==> src/logic/urx_pkg.sv <==
// Shared constants and types for the serial receiver block
package urx_pkg;
  // Register byte offsets on the Wishbone bus
  localparam logic [7:0] ADR_DATA = 8'h00;
  localparam logic [7:0] ADR_STAT = 8'h04;
  localparam logic [7:0] ADR_CTLB = 8'h08;
  localparam logic [7:0] ADR_CTLC = 8'h0c;
  localparam logic [7:0] ADR_BAUD = 8'h10;
  // rx_status_reg fields
  localparam int STAT_RXC = 7;
  localparam int STAT_FE = 4;
  localparam int STAT_DOR = 3;
  localparam int STAT_PE = 2;
  localparam int STAT_U2X = 1;
  // ctrl_reg_b fields
  localparam int CTLB_RXCIE = 7;
  localparam int CTLB_RXEN = 4;
  localparam int CTLB_SZ2 = 2;
  localparam int CTLB_RXB8 = 1;
  // ctrl_reg_c fields
  localparam int CTLC_PM1 = 5;
  localparam int CTLC_PM0 = 4;
  localparam int CTLC_SBS = 3;
  localparam int CTLC_SZ1 = 2;
  localparam int CTLC_SZ0 = 1;
  // Reset values and the nine-bit size code
  localparam logic [2:0] CSZ_RST = 3'h3;
  localparam logic [2:0] CSZ_NINE = 3'h7;
  localparam logic [11:0] BAUD_RST = 12'h081;
  // Oversampling: samples per bit and first voting sample
  localparam logic [4:0] SPB_NORM = 5'h10;
  localparam logic [4:0] SPB_DBL = 5'h08;
  localparam logic [4:0] VF_NORM = 5'h08;
  localparam logic [4:0] VF_DBL = 5'h04;
  // Buffer entry layout: data[8:0], frame err, overrun, parity err
  localparam int ENTRY_W = 12;
  localparam int ENT_FE = 9;
  localparam int ENT_DOR = 10;
  localparam int ENT_PE = 11;
  localparam int BUF_DEPTH = 2;
  typedef enum logic [2:0] {
    URX_IDLE = 3'b000,
    URX_START = 3'b001,
    URX_DATA = 3'b011,
    URX_PAR = 3'b010,
    URX_STOP = 3'b110
  } urx_state_t;
endpackage

==> src/logic/urx_buf_if.sv <==
// Link between receive engine and its frame buffer
`timescale 1ns/1ps
interface urx_buf_if #(parameter int W = 12);
  logic push;
  logic pop;
  logic flush;
  logic [W-1:0] wdata;
  logic [W-1:0] rdata;
  logic full;
  logic empty;
  modport user (output push, pop, flush, wdata, input rdata, full, empty);
  modport store (input push, pop, flush, wdata, output rdata, full, empty);
endinterface

==> src/logic/urx_sample_tick.sv <==
// Oversample enable divider
`timescale 1ns/1ps
module urx_sample_tick #(
  parameter int DW = 12
) (
  input wire logic mclk_i,
  input wire logic rstn_i,
  input wire logic en_i,
  input wire logic [DW-1:0] div_i,
  output logic tick_o
);
  typedef struct packed {
    logic [DW-1:0] cnt;
    logic tick;
  } urx_div_st_t;

  urx_div_st_t st_ff;
  urx_div_st_t nxt_st;

  always_comb begin
    nxt_st = st_ff;
    nxt_st.tick = 1'b0;
    if (!en_i) begin
      nxt_st.cnt = '0;
    end else if (st_ff.cnt >= div_i) begin
      nxt_st.cnt = '0;
      nxt_st.tick = 1'b1;
    end else begin
      nxt_st.cnt = st_ff.cnt + {{(DW-1){1'b0}}, 1'b1};
    end
  end

  always_ff @(posedge mclk_i or negedge rstn_i) begin
    if (!rstn_i) begin
      st_ff <= '0;
    end else begin
      st_ff <= nxt_st;
    end
  end

  assign tick_o = st_ff.tick;
endmodule

==> src/logic/urx_rx_fifo.sv <==
// Small receive frame buffer with flush
`timescale 1ns/1ps
module urx_rx_fifo #(
  parameter int W = 12,
  parameter int DEPTH = 2
) (
  input wire logic mclk_i,
  input wire logic rstn_i,
  urx_buf_if.store bq
);
  localparam int AW = (DEPTH > 1) ? $clog2(DEPTH) : 1;
  localparam int CW = $clog2(DEPTH + 1);

  typedef struct packed {
    logic [DEPTH-1:0][W-1:0] mem;
    logic [AW-1:0] rp;
    logic [AW-1:0] wp;
    logic [CW-1:0] cnt;
  } urx_fifo_st_t;

  urx_fifo_st_t st_ff;
  urx_fifo_st_t nxt_st;
  logic do_push;
  logic do_pop;

  function automatic logic [AW-1:0] wrap_inc(input logic [AW-1:0] p);
    wrap_inc = (p == AW'(DEPTH - 1)) ? '0 : p + AW'(1);
  endfunction

  always_comb begin
    nxt_st = st_ff;
    do_push = bq.push && (st_ff.cnt != CW'(DEPTH));
    do_pop = bq.pop && (st_ff.cnt != '0);
    if (do_push) begin
      nxt_st.mem[st_ff.wp] = bq.wdata;
      nxt_st.wp = wrap_inc(st_ff.wp);
    end
    if (do_pop) begin
      nxt_st.rp = wrap_inc(st_ff.rp);
    end
    if (do_push && !do_pop) begin
      nxt_st.cnt = st_ff.cnt + CW'(1);
    end else if (do_pop && !do_push) begin
      nxt_st.cnt = st_ff.cnt - CW'(1);
    end
    // Disable drops unread frames
    if (bq.flush) begin
      nxt_st.rp = '0;
      nxt_st.wp = '0;
      nxt_st.cnt = '0;
    end
  end

  always_ff @(posedge mclk_i or negedge rstn_i) begin
    if (!rstn_i) begin
      st_ff <= '0;
    end else begin
      st_ff <= nxt_st;
    end
  end

  assign bq.rdata = st_ff.mem[st_ff.rp];
  assign bq.full = (st_ff.cnt == CW'(DEPTH));
  assign bq.empty = (st_ff.cnt == '0);
endmodule

==> src/logic/urx_receiver.sv <==
// Serial receiver: start detection, bit recovery, buffered frames, Wishbone regs
//
// The implementer's own choices: the placing of the registers and the Wishbone register port.
`timescale 1ns/1ps
module urx_receiver
  import urx_pkg::*;
#(
  parameter logic [11:0] BAUD_DIV_RST = urx_pkg::BAUD_RST
) (
  input wire logic mclk_i,
  input wire logic rstn_i,
  input wire logic wb_cyc_i,
  input wire logic wb_stb_i,
  input wire logic wb_we_i,
  input wire logic [7:0] wb_adr_i,
  input wire logic [3:0] wb_sel_i,
  input wire logic [31:0] wb_dat_i,
  output logic [31:0] wb_dat_o,
  output logic wb_ack_o,
  input wire logic serial_rx_pin_i,
  input wire logic global_irq_en_i,
  output logic rx_irq_o,
  output logic rx_pin_override_o
);
  import urx_pkg::*;

  typedef struct packed {
    urx_state_t state;
    logic [4:0] cnt;
    logic [2:0] votes;
    logic [3:0] bitidx;
    logic [8:0] shreg;
    logic pbit;
    logic last_rx;
    logic pend_vld;
    logic [10:0] pend;
    logic dor;
    logic rx_enable_bit;
    logic rx_complete_irq_en;
    logic double_speed_bit;
    logic parity_enable_bit;
    logic parity_odd_sel;
    logic stop_bits_sel;
    logic [2:0] char_size_sel;
    logic [11:0] baud;
    logic ack;
    logic [31:0] rdat;
    logic irq;
    logic override;
  } urx_core_st_t;

  // Line history starts high so a line already low at first enable reads as a start edge
  localparam urx_core_st_t ST_RST = '{
    state: URX_IDLE,
    last_rx: 1'b1,
    char_size_sel: CSZ_RST,
    baud: BAUD_DIV_RST,
    default: '0
  };

  urx_core_st_t st_ff;
  urx_core_st_t nxt_st;

  urx_buf_if #(.W(ENTRY_W)) bq ();

  logic tick;
  logic smp;
  logic maj;
  logic dec;
  logic endb;
  logic req;
  logic [4:0] n;
  logic [4:0] vf;
  logic [4:0] vf2;
  logic [4:0] spb;
  logic [3:0] nb;
  logic [8:0] dat9;
  logic [31:0] rd;
  logic push;
  logic pop;
  logic flush;
  logic [ENTRY_W-1:0] head;
  logic act;
  logic in_win;
  logic start_edge;
  logic par_bad;
  logic head_vld;
  logic [2:0] vote3;

  function automatic logic majority(input logic [2:0] v);
    majority = (v[0] & v[1]) | (v[0] & v[2]) | (v[1] & v[2]);
  endfunction

  function automatic logic [3:0] data_bits(input logic [2:0] sz);
    if (sz == CSZ_NINE) begin
      data_bits = 4'h9;
    end else if (sz[2]) begin
      // Reserved sizes fall back to eight bits
      data_bits = 4'h8;
    end else begin
      data_bits = 4'h5 + {2'b00, sz[1:0]};
    end
  endfunction

  // Divider is held while disabled, so the first tick follows enable
  urx_sample_tick #(.DW(12)) u_tick (
    .mclk_i(mclk_i),
    .rstn_i(rstn_i),
    .en_i(st_ff.rx_enable_bit),
    .div_i(st_ff.baud),
    .tick_o(tick)
  );

  urx_rx_fifo #(.W(ENTRY_W), .DEPTH(BUF_DEPTH)) u_fifo (
    .mclk_i(mclk_i),
    .rstn_i(rstn_i),
    .bq(bq.store)
  );

  assign head = bq.rdata;
  assign bq.push = push;
  assign bq.pop = pop;
  assign bq.flush = flush;
  assign bq.wdata = {st_ff.pend[10], st_ff.dor, st_ff.pend[9:0]};

  always_comb begin
    nxt_st = st_ff;
    smp = serial_rx_pin_i;
    n = st_ff.cnt + 5'h01;
    // Double speed halves samples per bit, trading noise margin for rate
    spb = st_ff.double_speed_bit ? SPB_DBL : SPB_NORM;
    vf = st_ff.double_speed_bit ? VF_DBL : VF_NORM;
    vf2 = vf + 5'h02;
    nb = data_bits(st_ff.char_size_sel);
    vote3 = {st_ff.votes[1:0], smp};
    maj = majority(vote3);
    dat9 = st_ff.shreg >> (4'h9 - nb);
    par_bad = (^dat9 ^ st_ff.pbit) != st_ff.parity_odd_sel;
    head_vld = !bq.empty;
    // Only the centre samples vote, so slow line edges never decide a bit
    in_win = (n == vf) || (n == vf + 5'h01) || (n == vf2);
    act = tick && st_ff.rx_enable_bit && (st_ff.state != URX_IDLE);
    dec = act && (n == vf2);
    endb = act && (n == spb);
    start_edge = tick && st_ff.rx_enable_bit && st_ff.last_rx && !smp;
    push = 1'b0;
    pop = 1'b0;
    flush = !st_ff.rx_enable_bit;
    rd = '0;

    // Bus slave: answer one cycle after the request is seen
    req = wb_cyc_i && wb_stb_i && !st_ff.ack;
    nxt_st.ack = req;
    if (req) begin
      unique case (wb_adr_i)
        ADR_DATA: begin
          // Empty buffer reads zero rather than a stale entry
          if (head_vld) begin
            rd[7:0] = head[7:0];
            pop = !wb_we_i;
          end
        end
        ADR_STAT: begin
          rd[STAT_RXC] = !bq.empty;
          rd[STAT_FE] = !bq.empty && head[ENT_FE];
          rd[STAT_DOR] = !bq.empty && head[ENT_DOR];
          rd[STAT_PE] = !bq.empty && head[ENT_PE] && st_ff.parity_enable_bit;
          rd[STAT_U2X] = st_ff.double_speed_bit;
          // Error positions are read-only; only speed mode is writable
          if (wb_we_i && wb_sel_i[0]) begin
            nxt_st.double_speed_bit = wb_dat_i[STAT_U2X];
          end
        end
        ADR_CTLB: begin
          rd[CTLB_RXCIE] = st_ff.rx_complete_irq_en;
          rd[CTLB_RXEN] = st_ff.rx_enable_bit;
          rd[CTLB_SZ2] = st_ff.char_size_sel[2];
          rd[CTLB_RXB8] = !bq.empty && head[8];
          if (wb_we_i && wb_sel_i[0]) begin
            nxt_st.rx_complete_irq_en = wb_dat_i[CTLB_RXCIE];
            nxt_st.rx_enable_bit = wb_dat_i[CTLB_RXEN];
            nxt_st.char_size_sel[2] = wb_dat_i[CTLB_SZ2];
          end
        end
        ADR_CTLC: begin
          rd[CTLC_PM1] = st_ff.parity_enable_bit;
          rd[CTLC_PM0] = st_ff.parity_odd_sel;
          rd[CTLC_SBS] = st_ff.stop_bits_sel;
          rd[CTLC_SZ1] = st_ff.char_size_sel[1];
          rd[CTLC_SZ0] = st_ff.char_size_sel[0];
          if (wb_we_i && wb_sel_i[0]) begin
            nxt_st.parity_enable_bit = wb_dat_i[CTLC_PM1];
            nxt_st.parity_odd_sel = wb_dat_i[CTLC_PM0];
            // Stop-bit count is kept for the transmitter only
            nxt_st.stop_bits_sel = wb_dat_i[CTLC_SBS];
            nxt_st.char_size_sel[1:0] = wb_dat_i[CTLC_SZ1:CTLC_SZ0];
          end
        end
        ADR_BAUD: begin
          rd[11:0] = st_ff.baud;
          if (wb_we_i && wb_sel_i[0]) begin
            nxt_st.baud[7:0] = wb_dat_i[7:0];
          end
          if (wb_we_i && wb_sel_i[1]) begin
            nxt_st.baud[11:8] = wb_dat_i[11:8];
          end
        end
        default: begin
          rd = '0;
        end
      endcase
    end
    // Read data stays zero outside the answer cycle
    nxt_st.rdat = rd;

    // Waiting frame moves into the buffer as soon as there is room
    if (st_ff.rx_enable_bit && st_ff.pend_vld && !bq.full) begin
      push = 1'b1;
      nxt_st.pend_vld = 1'b0;
      nxt_st.dor = 1'b0;
    end

    if (tick && st_ff.rx_enable_bit) begin
      nxt_st.last_rx = smp;
      if (st_ff.state != URX_IDLE) begin
        nxt_st.cnt = endb ? 5'h00 : n;
        if (in_win) begin
          nxt_st.votes = vote3;
        end
      end
    end

    unique case (st_ff.state)
      URX_IDLE: begin
        // Counting restarts on every start edge, so each frame resyncs
        if (start_edge) begin
          nxt_st.state = URX_START;
          nxt_st.cnt = 5'h01;
          nxt_st.votes = '0;
          nxt_st.shreg = '0;
          nxt_st.bitidx = '0;
          // Noted at the edge, so a spike rejected later still counts
          if (st_ff.pend_vld && bq.full) begin
            nxt_st.dor = 1'b1;
          end
        end
      end
      URX_START: begin
        if (dec && maj) begin
          nxt_st.state = URX_IDLE;
          nxt_st.cnt = '0;
        end else if (endb) begin
          nxt_st.state = URX_DATA;
        end
      end
      URX_DATA: begin
        if (dec) begin
          // Bits enter at the top; dat9 realigns short frames
          nxt_st.shreg = {maj, st_ff.shreg[8:1]};
          nxt_st.bitidx = st_ff.bitidx + 4'h1;
        end else if (endb && (st_ff.bitidx == nb)) begin
          nxt_st.state = st_ff.parity_enable_bit ? URX_PAR : URX_STOP;
        end
      end
      URX_PAR: begin
        if (dec) begin
          nxt_st.pbit = maj;
        end else if (endb) begin
          nxt_st.state = URX_STOP;
        end
      end
      URX_STOP: begin
        // Frame completes on the first stop bit's vote; line is free again
        if (dec) begin
          nxt_st.state = URX_IDLE;
          nxt_st.cnt = '0;
          nxt_st.pend_vld = 1'b1;
          nxt_st.pend[8:0] = dat9;
          nxt_st.pend[9] = !maj;
          nxt_st.pend[10] = st_ff.parity_enable_bit && par_bad;
        end
      end
      default: begin
        nxt_st.state = URX_IDLE;
      end
    endcase

    // Disable aborts any frame in flight at once
    if (!st_ff.rx_enable_bit) begin
      nxt_st.state = URX_IDLE;
      nxt_st.cnt = '0;
      nxt_st.pend_vld = 1'b0;
      nxt_st.dor = 1'b0;
      nxt_st.last_rx = 1'b1;
    end

    // Only the complete flag feeds the request; error bits never do
    nxt_st.irq = st_ff.rx_complete_irq_en && global_irq_en_i && !bq.empty;
    // Pin hand-back lags the enable by one clock
    nxt_st.override = st_ff.rx_enable_bit;
  end

  always_ff @(posedge mclk_i or negedge rstn_i) begin
    if (!rstn_i) begin
      st_ff <= ST_RST;
    end else begin
      st_ff <= nxt_st;
    end
  end

  assign wb_dat_o = st_ff.rdat;
  assign wb_ack_o = st_ff.ack;
  assign rx_irq_o = st_ff.irq;
  assign rx_pin_override_o = st_ff.override;
endmodule

==> config.mk <==
export PLATFORM = sky130hd
export DESIGN_NAME = urx_receiver
export DESIGN_NICKNAME = d
export VERILOG_FILES = /design/src/logic/urx_pkg.sv /design/src/logic/urx_buf_if.sv /design/src/logic/urx_sample_tick.sv /design/src/logic/urx_rx_fifo.sv /design/src/logic/urx_receiver.sv
export SDC_FILE = /design/constraint.sdc
export NUM_CORES = 1
export LEC_CHECK = 0
export ABC_AREA = 1
export BUFFER_PORTS_ARGS = -buffer_cell sky130_fd_sc_hd__buf_2
export CORE_UTILIZATION = 55
export DETAILED_ROUTE_END_ITERATION = 7
export GPL_ROUTABILITY_DRIVEN = 0
export GPL_TIMING_DRIVEN = 0
export PLACE_DENSITY = 0.77
export SLEW_MARGIN = 20
export SYNTH_ARGS = -nofsm -noshare
export SYNTH_HDL_FRONTEND = slang
export SYNTH_SLANG_ARGS = --single-unit
==> constraint.sdc <==
create_clock -name mclk_i -period 3.22 [get_ports mclk_i]
set_input_delay 0.161 -clock mclk_i [delete_from_list [all_inputs] [get_ports mclk_i]]
set_output_delay 0.161 -clock mclk_i [all_outputs]
set_load 0.02 [all_outputs]
==> results.json, run 1 <==
{
  "grt_busiest_layer": "met2",
  "antenna_found_initial": 0,
  "finClkSkew_ps": 5.17,
  "io_pins": 86,
  "start_util_pct": 56.3,
  "worstSetupPathType": "flop to flop",
  "port_buffers": 43,
  "timing.fmax_ghz": 0.348,
  "num_vias": 5469,
  "use_met3_pct": 6.28,
  "final_area_um2": 7590,
  "row_count": 39,
  "endpoint": "bq.wdata[11]$_DFFE_PN0P_",
  "yosys.area.top_type": "dfrtp_1",
  "via_per_inst": 5.25,
  "grt_remaining_overflow": 0,
  "grt_util_all_layers_pct": 26.7,
  "path_cells": "ha_1 > nand2_4 > buf_6 > ha_1 > nor2_1 > clkbuf_2 > nand3_1 > nand2_1 > nand2_1 > nand2_1 > nand3_1 > nand3_1 > nand2_1 > nand2_1 > nand2_1 > nand2_1 > nand2_1",
  "synth_commonest_cells": "nand2_1, dfrtp_1, inv_1, nand3_1, nor2_1",
  "clkLatencyLatePin_ps": 410,
  "worstPathRequired_ps": 3520,
  "grt_pass1_wl_um": 24100,
  "yosys_most_used_dff": "dfrtp_1",
  "synth_seq_area_share_pct": 45.0,
  "grt_pass1_vias": 5112,
  "placed_area_um2": 6910,
  "rrSetupSlack_ps": 350,
  "maxSlewHeadroom_pct": 53.3,
  "insertedDiodeCount": 0,
  "setup-tns-final_ps": 0,
  "setup_viol": 0,
  "wl_per_cell_um": 14.4,
  "die_area_um2": 12100,
  "routed_wl_um": 15000,
  "layout.cells.non_filler": 1042,
  "cts_made_buffers": 17,
  "cpPeakStageDelay_ps": 560,
  "path_clk_slew_ps": 50,
  "r2r-end": "bq.wdata[11]$_DFFE_PN0P_",
  "worstMarginPinSlew_ps": 701,
  "netlist_area_um2": 6410,
  "critical_path.endpoint_type": "flop",
  "syn_inst": 796,
  "critPathMostFrequentCell": "nand2_1",
  "synth_warnings": 0,
  "ys_ff_latch": 115,
  "startpoint": "st_ff[48]$_DFFE_PN1P_",
  "yosysUniqueCellTypes": 49,
  "dp_cells": 1002,
  "timing.final.crit_share_pct": 89.2,
  "drive_above_1_share_pct": 17.2,
  "critical_path_arrival_ps": 3170,
  "antenna_left": 0,
  "period_minus_slack_ps": 2870,
  "crit_fanout": 10,
  "layout_setup_ws_ps": 348,
  "powerDensity_nw_per_um2": 462,
  "maxCapViolCount": 0,
  "crit_path_start_kind": "flop",
  "num-fill-cells": 926,
  "syn2layout_area_growth_pct": 18.5,
  "clock-sinks": 115,
  "crit_buf_inv": 2,
  "r2r_start": "st_ff[48]$_DFFE_PN1P_",
  "dr.pass1.iters": 5,
  "clock_path_buffers": 2,
  "synthTopCellsByArea": "dfrtp_1, nand2_1, inv_1",
  "cts_root_buf": "clkbuf_16",
  "fp.dieW_um": 110,
  "rsz0062_at_grt": "no",
  "cp_num_cells": 17,
  "grt_max_degree": 69,
  "slowest_stage": "dfstp_2",
  "nNetsFinal": 958,
  "status": "completed",
  "drc": 0,
  "drt-initial-drc-count": 413,
  "use_met1_pct": 34.9,
  "hp-class": "input port to flop",
  "hold_viol_final": 0,
  "async_flop_share_pct": 100,
  "p_leak_nw": 3.80,
  "synth_top_area_share_pct": 43.0,
  "reg2reg_depth": 17,
  "cts_tree": "built",
  "groute.layer.met2.usage_pct": 43.3,
  "cts_setup_buffers": 0,
  "hpwl_um": 10500,
  "core_area_um2": 11400,
  "peakVddDrop_uv": 516,
  "pre_cts_ws_ps": 294,
  "synth_edf_count": 0,
  "hold_slack_ps": 23.5,
  "synth.most_common_cell": "nand2_1",
  "htreeDepth": 4,
  "slew_viol_final": 0,
  "die_h_um": 110,
  "crit_family": "simple AND/OR/NAND/NOR gates",
  "syn_avg_cell_area_um2": 8.05
}
==> worst reg2reg max path: stages (launching register included) <==
cell and delay (ps):
dfstp_2 560, ha_1 260, nand2_4 110, buf_6 150
ha_1 270, nor2_1 210, clkbuf_2 280, nand3_1 130
nand2_1 130, nand2_1 60, nand2_1 70, nand3_1 90
nand3_1 120, nand2_1 90, nand2_1 60, nand2_1 50
nand2_1 70, nand2_1 50
==> cell usage in the layout, fill, tap and decap left out, drive strengths merged, types with 3 or more instances in the layout <==
master       Yosys  routed
mux2             6       6
nand2          181     181
nor3             9       9
buf             39      82
dfrtp          110     110
nor2            73      73
o21ai           68      68
xor2            14      14
dlygate4sd3      0       8
ha              21      21
nand4            9       9
inv            108     108
o21a             3       3
dfstp            5       5
nand3           78      78
bufinv           0       3
conb             1      20
xnor2            4       4
a21oi           25      25
or2              4       4
o22ai            3       3
a221oi           3       3
clkbuf           7      27
o2111ai          3       3
clkinv           2      10
==> repair_timing <==
| item | 4_1_cts | 5_1_grt |
|---|---|---|
| endpoints found under the setup margin | 0 | 1 |
| hold buffers | 8 | 0 |
| hold endpoints to repair | 53 | 0 |
| resized for setup | 0 | 1 |
==> power breakdown <==
group	internal (W)	switching (W)
Clock	0.00123	0.000676
Sequential	0.00145	0.00000311
Combinational	0.0000513	0.0000895
Total	0.00273	0.000768
==> per-layer routing <==
metal	part of all wire, %	wire length, um
met1	47	7000
met2	47	7050
met3	4.4	659
met4	2.1	321
met5	0	0
==> layout make-up <==
cell class,instances,area [um^2],share of cell area [%]
repair buffers,52,329,4.34
multi-input cells,544,2860,37.7
inverters,110,413,5.44
clock buffers,19,443,5.84
clock inverters,13,160,2.11
well taps,143,179,2.36
flip-flops and latches,115,2880,38.0
plain buffers,46,319,4.20
==> kinds of logic (layout without fill, tap and decap cells) <==
logic type / Yosys count / in the layout / synth area share, %
compound gates: 121 / 121 / 10.9
xor+xnor: 18 / 18 / 2.58
fa+ha+maj: 21 / 21 / 4.10
buf+inv: 156 / 240 / 11.4
flops: 115 / 115 / 45.0
mux: 8 / 8 / 1.37
other cells: 1 / 20 / 0.0585
simple gates: 356 / 356 / 24.6
==> stage by stage <==
step,power (W),util (%)
floorplan,0.00155,-
global placement,0.00161,60.4
detailed placement,0.00161,60.7
CTS,0.00351,66.7
global route,0.00361,66.8
finish,0.00350,66.8
==> state kept, by name, summed over array words and instances, names as in the netlist, 12 cells and up <==
name / cells
st_ff: 46
u_tick.st_ff: 12
wb_dat_o: 12
bq.wdata: 12
u_fifo.st_ff: 28
==> worst min-delay path by stage <==
stage / start / end / slack, ps / depth (start not counted)
3_3_place_gp: wb_dat_i[8] / st_ff[43]$_DFFE_PN0P_ / 390 / 2
2_1_floorplan: rstn_i / bq.wdata[0]$_DFFE_PN0P_ / -130 / 0
5_1_grt: wb_dat_i[7] / st_ff[42]$_DFFE_PN1P_ / 20 / 3
3_5_place_dp: rstn_i / u_fifo.st_ff[2]$_DFFE_PN0P_ / 130 / 1
6_report: wb_dat_i[7] / st_ff[42]$_DFFE_PN1P_ / 20 / 3
4_1_cts: wb_dat_i[7] / st_ff[42]$_DFFE_PN1P_ / 20 / 3
No activity file was read; power rests on OpenSTA's default activity.
==> run 2: changes to the inputs <==
--- a/config.mk
+++ b/config.mk
@@ -7,7 +7,7 @@
 export LEC_CHECK = 0
 export ABC_AREA = 1
 export BUFFER_PORTS_ARGS = -buffer_cell sky130_fd_sc_hd__buf_2
-export CORE_UTILIZATION = 55
+export CORE_UTILIZATION = 53
 export DETAILED_ROUTE_END_ITERATION = 7
 export GPL_ROUTABILITY_DRIVEN = 0
 export GPL_TIMING_DRIVEN = 0
==> constraint.sdc (replaced) <==
create_clock -name mclk_i -period 2.52 [get_ports mclk_i]
set_input_delay 0.126 -clock mclk_i [delete_from_list [all_inputs] [get_ports mclk_i]]
set_output_delay 0.126 -clock mclk_i [all_outputs]
set_load 0.02 [all_outputs]
==> results.json, run 2 (synthesized netlist as in run 1, its figures left out) <==
{
  "p_leak_nw": 3.84,
  "switching_share_pct": 22.3,
  "wl_met3_um": 887,
  "pre_cts_ws_ps": -197,
  "hold_viol_final": 0,
  "power_switching_w": 0.00100,
  "cts_root_buf": "clkbuf_16",
  "num_vias": 5662,
  "antenna_left": 0,
  "finClkSkew_ps": 8.84,
  "core_area_um2": 11600,
  "wl_per_cell_um": 14.4,
  "crit_path_start_kind": "flop",
  "m1WireLength_um": 6790,
  "critical_path.endpoint_type": "flop",
  "fp.dieW_um": 112,
  "worstPathRequired_ps": 2830,
  "timing.final.crit_share_pct": 97.7,
  "critical_path_arrival_ps": 2780,
  "dr.pass1.iters": 8,
  "grt_remaining_overflow": 0,
  "wl_met2_um": 7070,
  "largest_reg_flops": 46,
  "start_util_pct": 55.2,
  "worstMarginPinSlew_ps": 632,
  "r2r_start": "st_ff[48]$_DFFE_PN1P_",
  "pwr-share-clk_pct": 54.4,
  "peakVddDrop_uv": 552,
  "grt_max_degree": 82,
  "violations": "design-rule violations",
  "cts_made_buffers": 17,
  "htreeDepth": 4,
  "powerDensity_nw_per_um2": 580,
  "via_per_inst": 5.39,
  "cts_tree": "built",
  "startpoint": "st_ff[48]$_DFFE_PN1P_",
  "power_frac_seq_pct": 41.4,
  "setup-tns-final_ps": 0,
  "hpwl_um": 10600,
  "clock_path_buffers": 2,
  "grt_pass1_wl_um": 25200,
  "intPower_w": 0.00348,
  "rsz0062_at_grt": "yes",
  "layout_commonest_cell": "nand2_1",
  "nNetsFinal": 966,
  "clock-sinks": 115,
  "drt-initial-drc-count": 290,
  "layout_setup_ws_ps": 58.6,
  "p_comb_share_pct": 4.2,
  "hold_slack_ps": 11.9,
  "antenna_found_initial": 0,
  "rrSetupSlack_ps": 60,
  "die_area_um2": 12500,
  "worstSetupPathType": "flop to flop",
  "crit_fanout": 10,
  "final_cell_mix": "nand2_1, dfrtp_1, inv_1",
  "path_clk_slew_ps": 60,
  "clkLatencyLatePin_ps": 420,
  "die_h_um": 112,
  "grt_util_all_layers_pct": 25.8,
  "slew_viol_final": 0,
  "maxCapViolCount": 0,
  "syn2layout_area_growth_pct": 20.7,
  "setup_viol": 0,
  "insertedDiodeCount": 0,
  "row_count": 39,
  "largest_registers": "st_ff x46, u_fifo.st_ff x28",
  "hp-class": "input port to flop",
  "power_w": 0.00449,
  "routed.top_layer": "met4",
  "drc": 4,
  "grt_pass1_vias": 5251,
  "routed_wl_um": 15100,
  "largest-register": "st_ff",
  "io_pins": 86,
  "min_from": "serial_rx_pin_i",
  "maxSlewHeadroom_pct": 57.9,
  "timing.fmax_ghz": 0.406,
  "period_minus_slack_ps": 2460,
  "port_buffers": 43,
  "status": "finished with violations",
  "drive_above_1_share_pct": 18.9
}
run 2: changes by cell type in the layout (fill, tap and decap cells not counted), sizes merged:
cell	delta
dlygate4sd3	+3
clkbuf	+1
clkinvlp	+1
buf	+6
clkinv	-2
bufinv	-1
run 2: cell type report:
| type | count | area, um^2 |
|---|---|---|
| clock inverters | 11 | 128 |
| clock buffers | 21 | 480 |
| inverters | 110 | 413 |
| multi-input cells | 544 | 2920 |
| flip-flops and latches | 115 | 2880 |
| fillers | 945 | 3880 |
| repair buffers | 60 | 397 |
| plain buffers | 46 | 330 |
| well taps | 143 | 179 |
run 2: worst max-delay path: stages (launching register included):
cell     delay [ps]
dfstp_2         560
ha_2            290
nand2_4         100
buf_8           130
ha_4            220
nor2_4          110
buf_6           150
nand3_1         130
nand2_2         120
nand2_1          60
nand2_1          60
nand3_1          80
nand2_1          70
nand2_1          60
nand3_1          80
nand2_1          60
nand2_1          50
nand2_1          40
run 2: metal layers:
metal  up-vias  global-route usage [%]
li1       2723                       -
met1      2722                    35.4
met2       186                    40.0
met3        31                    5.50
met4         0                    10.2
met5         -                       0
run 2: worst paths after layout:
check | endpoint | depth (start not counted)
max in group asynchronous | st_ff[69]$_DFFE_PN1P_ | 3
max reg2reg | bq.wdata[11]$_DFFE_PN0P_ | 17
min | st_ff[84]$_DFF_PN0_ | 3
min reg2reg | bq.wdata[5]$_DFFE_PN0P_ | 2
min in group asynchronous | st_ff[80]$_DFFE_PN0P_ | 2
max | bq.wdata[11]$_DFFE_PN0P_ | 17
run 2: through the flow:
step / std cells / area (um^2) / utilization (%)
after floorplan: 815 / 6480 / -
after global placement: 1001 / 6870 / 59.2
after detailed placement: 1002 / 6910 / 59.5
after CTS: 1046 / 7670 / 66.1
after global routing: 1050 / 7730 / 66.6
final: 1050 / 7730 / 66.6
run 2: repair_timing:
action | CTS | global route
endpoints found under the hold margin | 50 | 0
pin swaps | 1 | 1
endpoints found under the setup margin | 1 | 11
gates resized for setup | 9 | 9
hold buffers | 11 | 0
setup buffers | 1 | 4
run 2: power groups by stage:
stage	logic, W	registers, W	clock network [W]
final	0.000187	0.00186	0.00244
after global placement	0.000162	0.00189	0
after floorplan	0.0000894	0.00189	0
after global routing	0.000209	0.00186	0.00256
after CTS	0.000186	0.00186	0.00246
after detailed placement	0.000170	0.00189	0
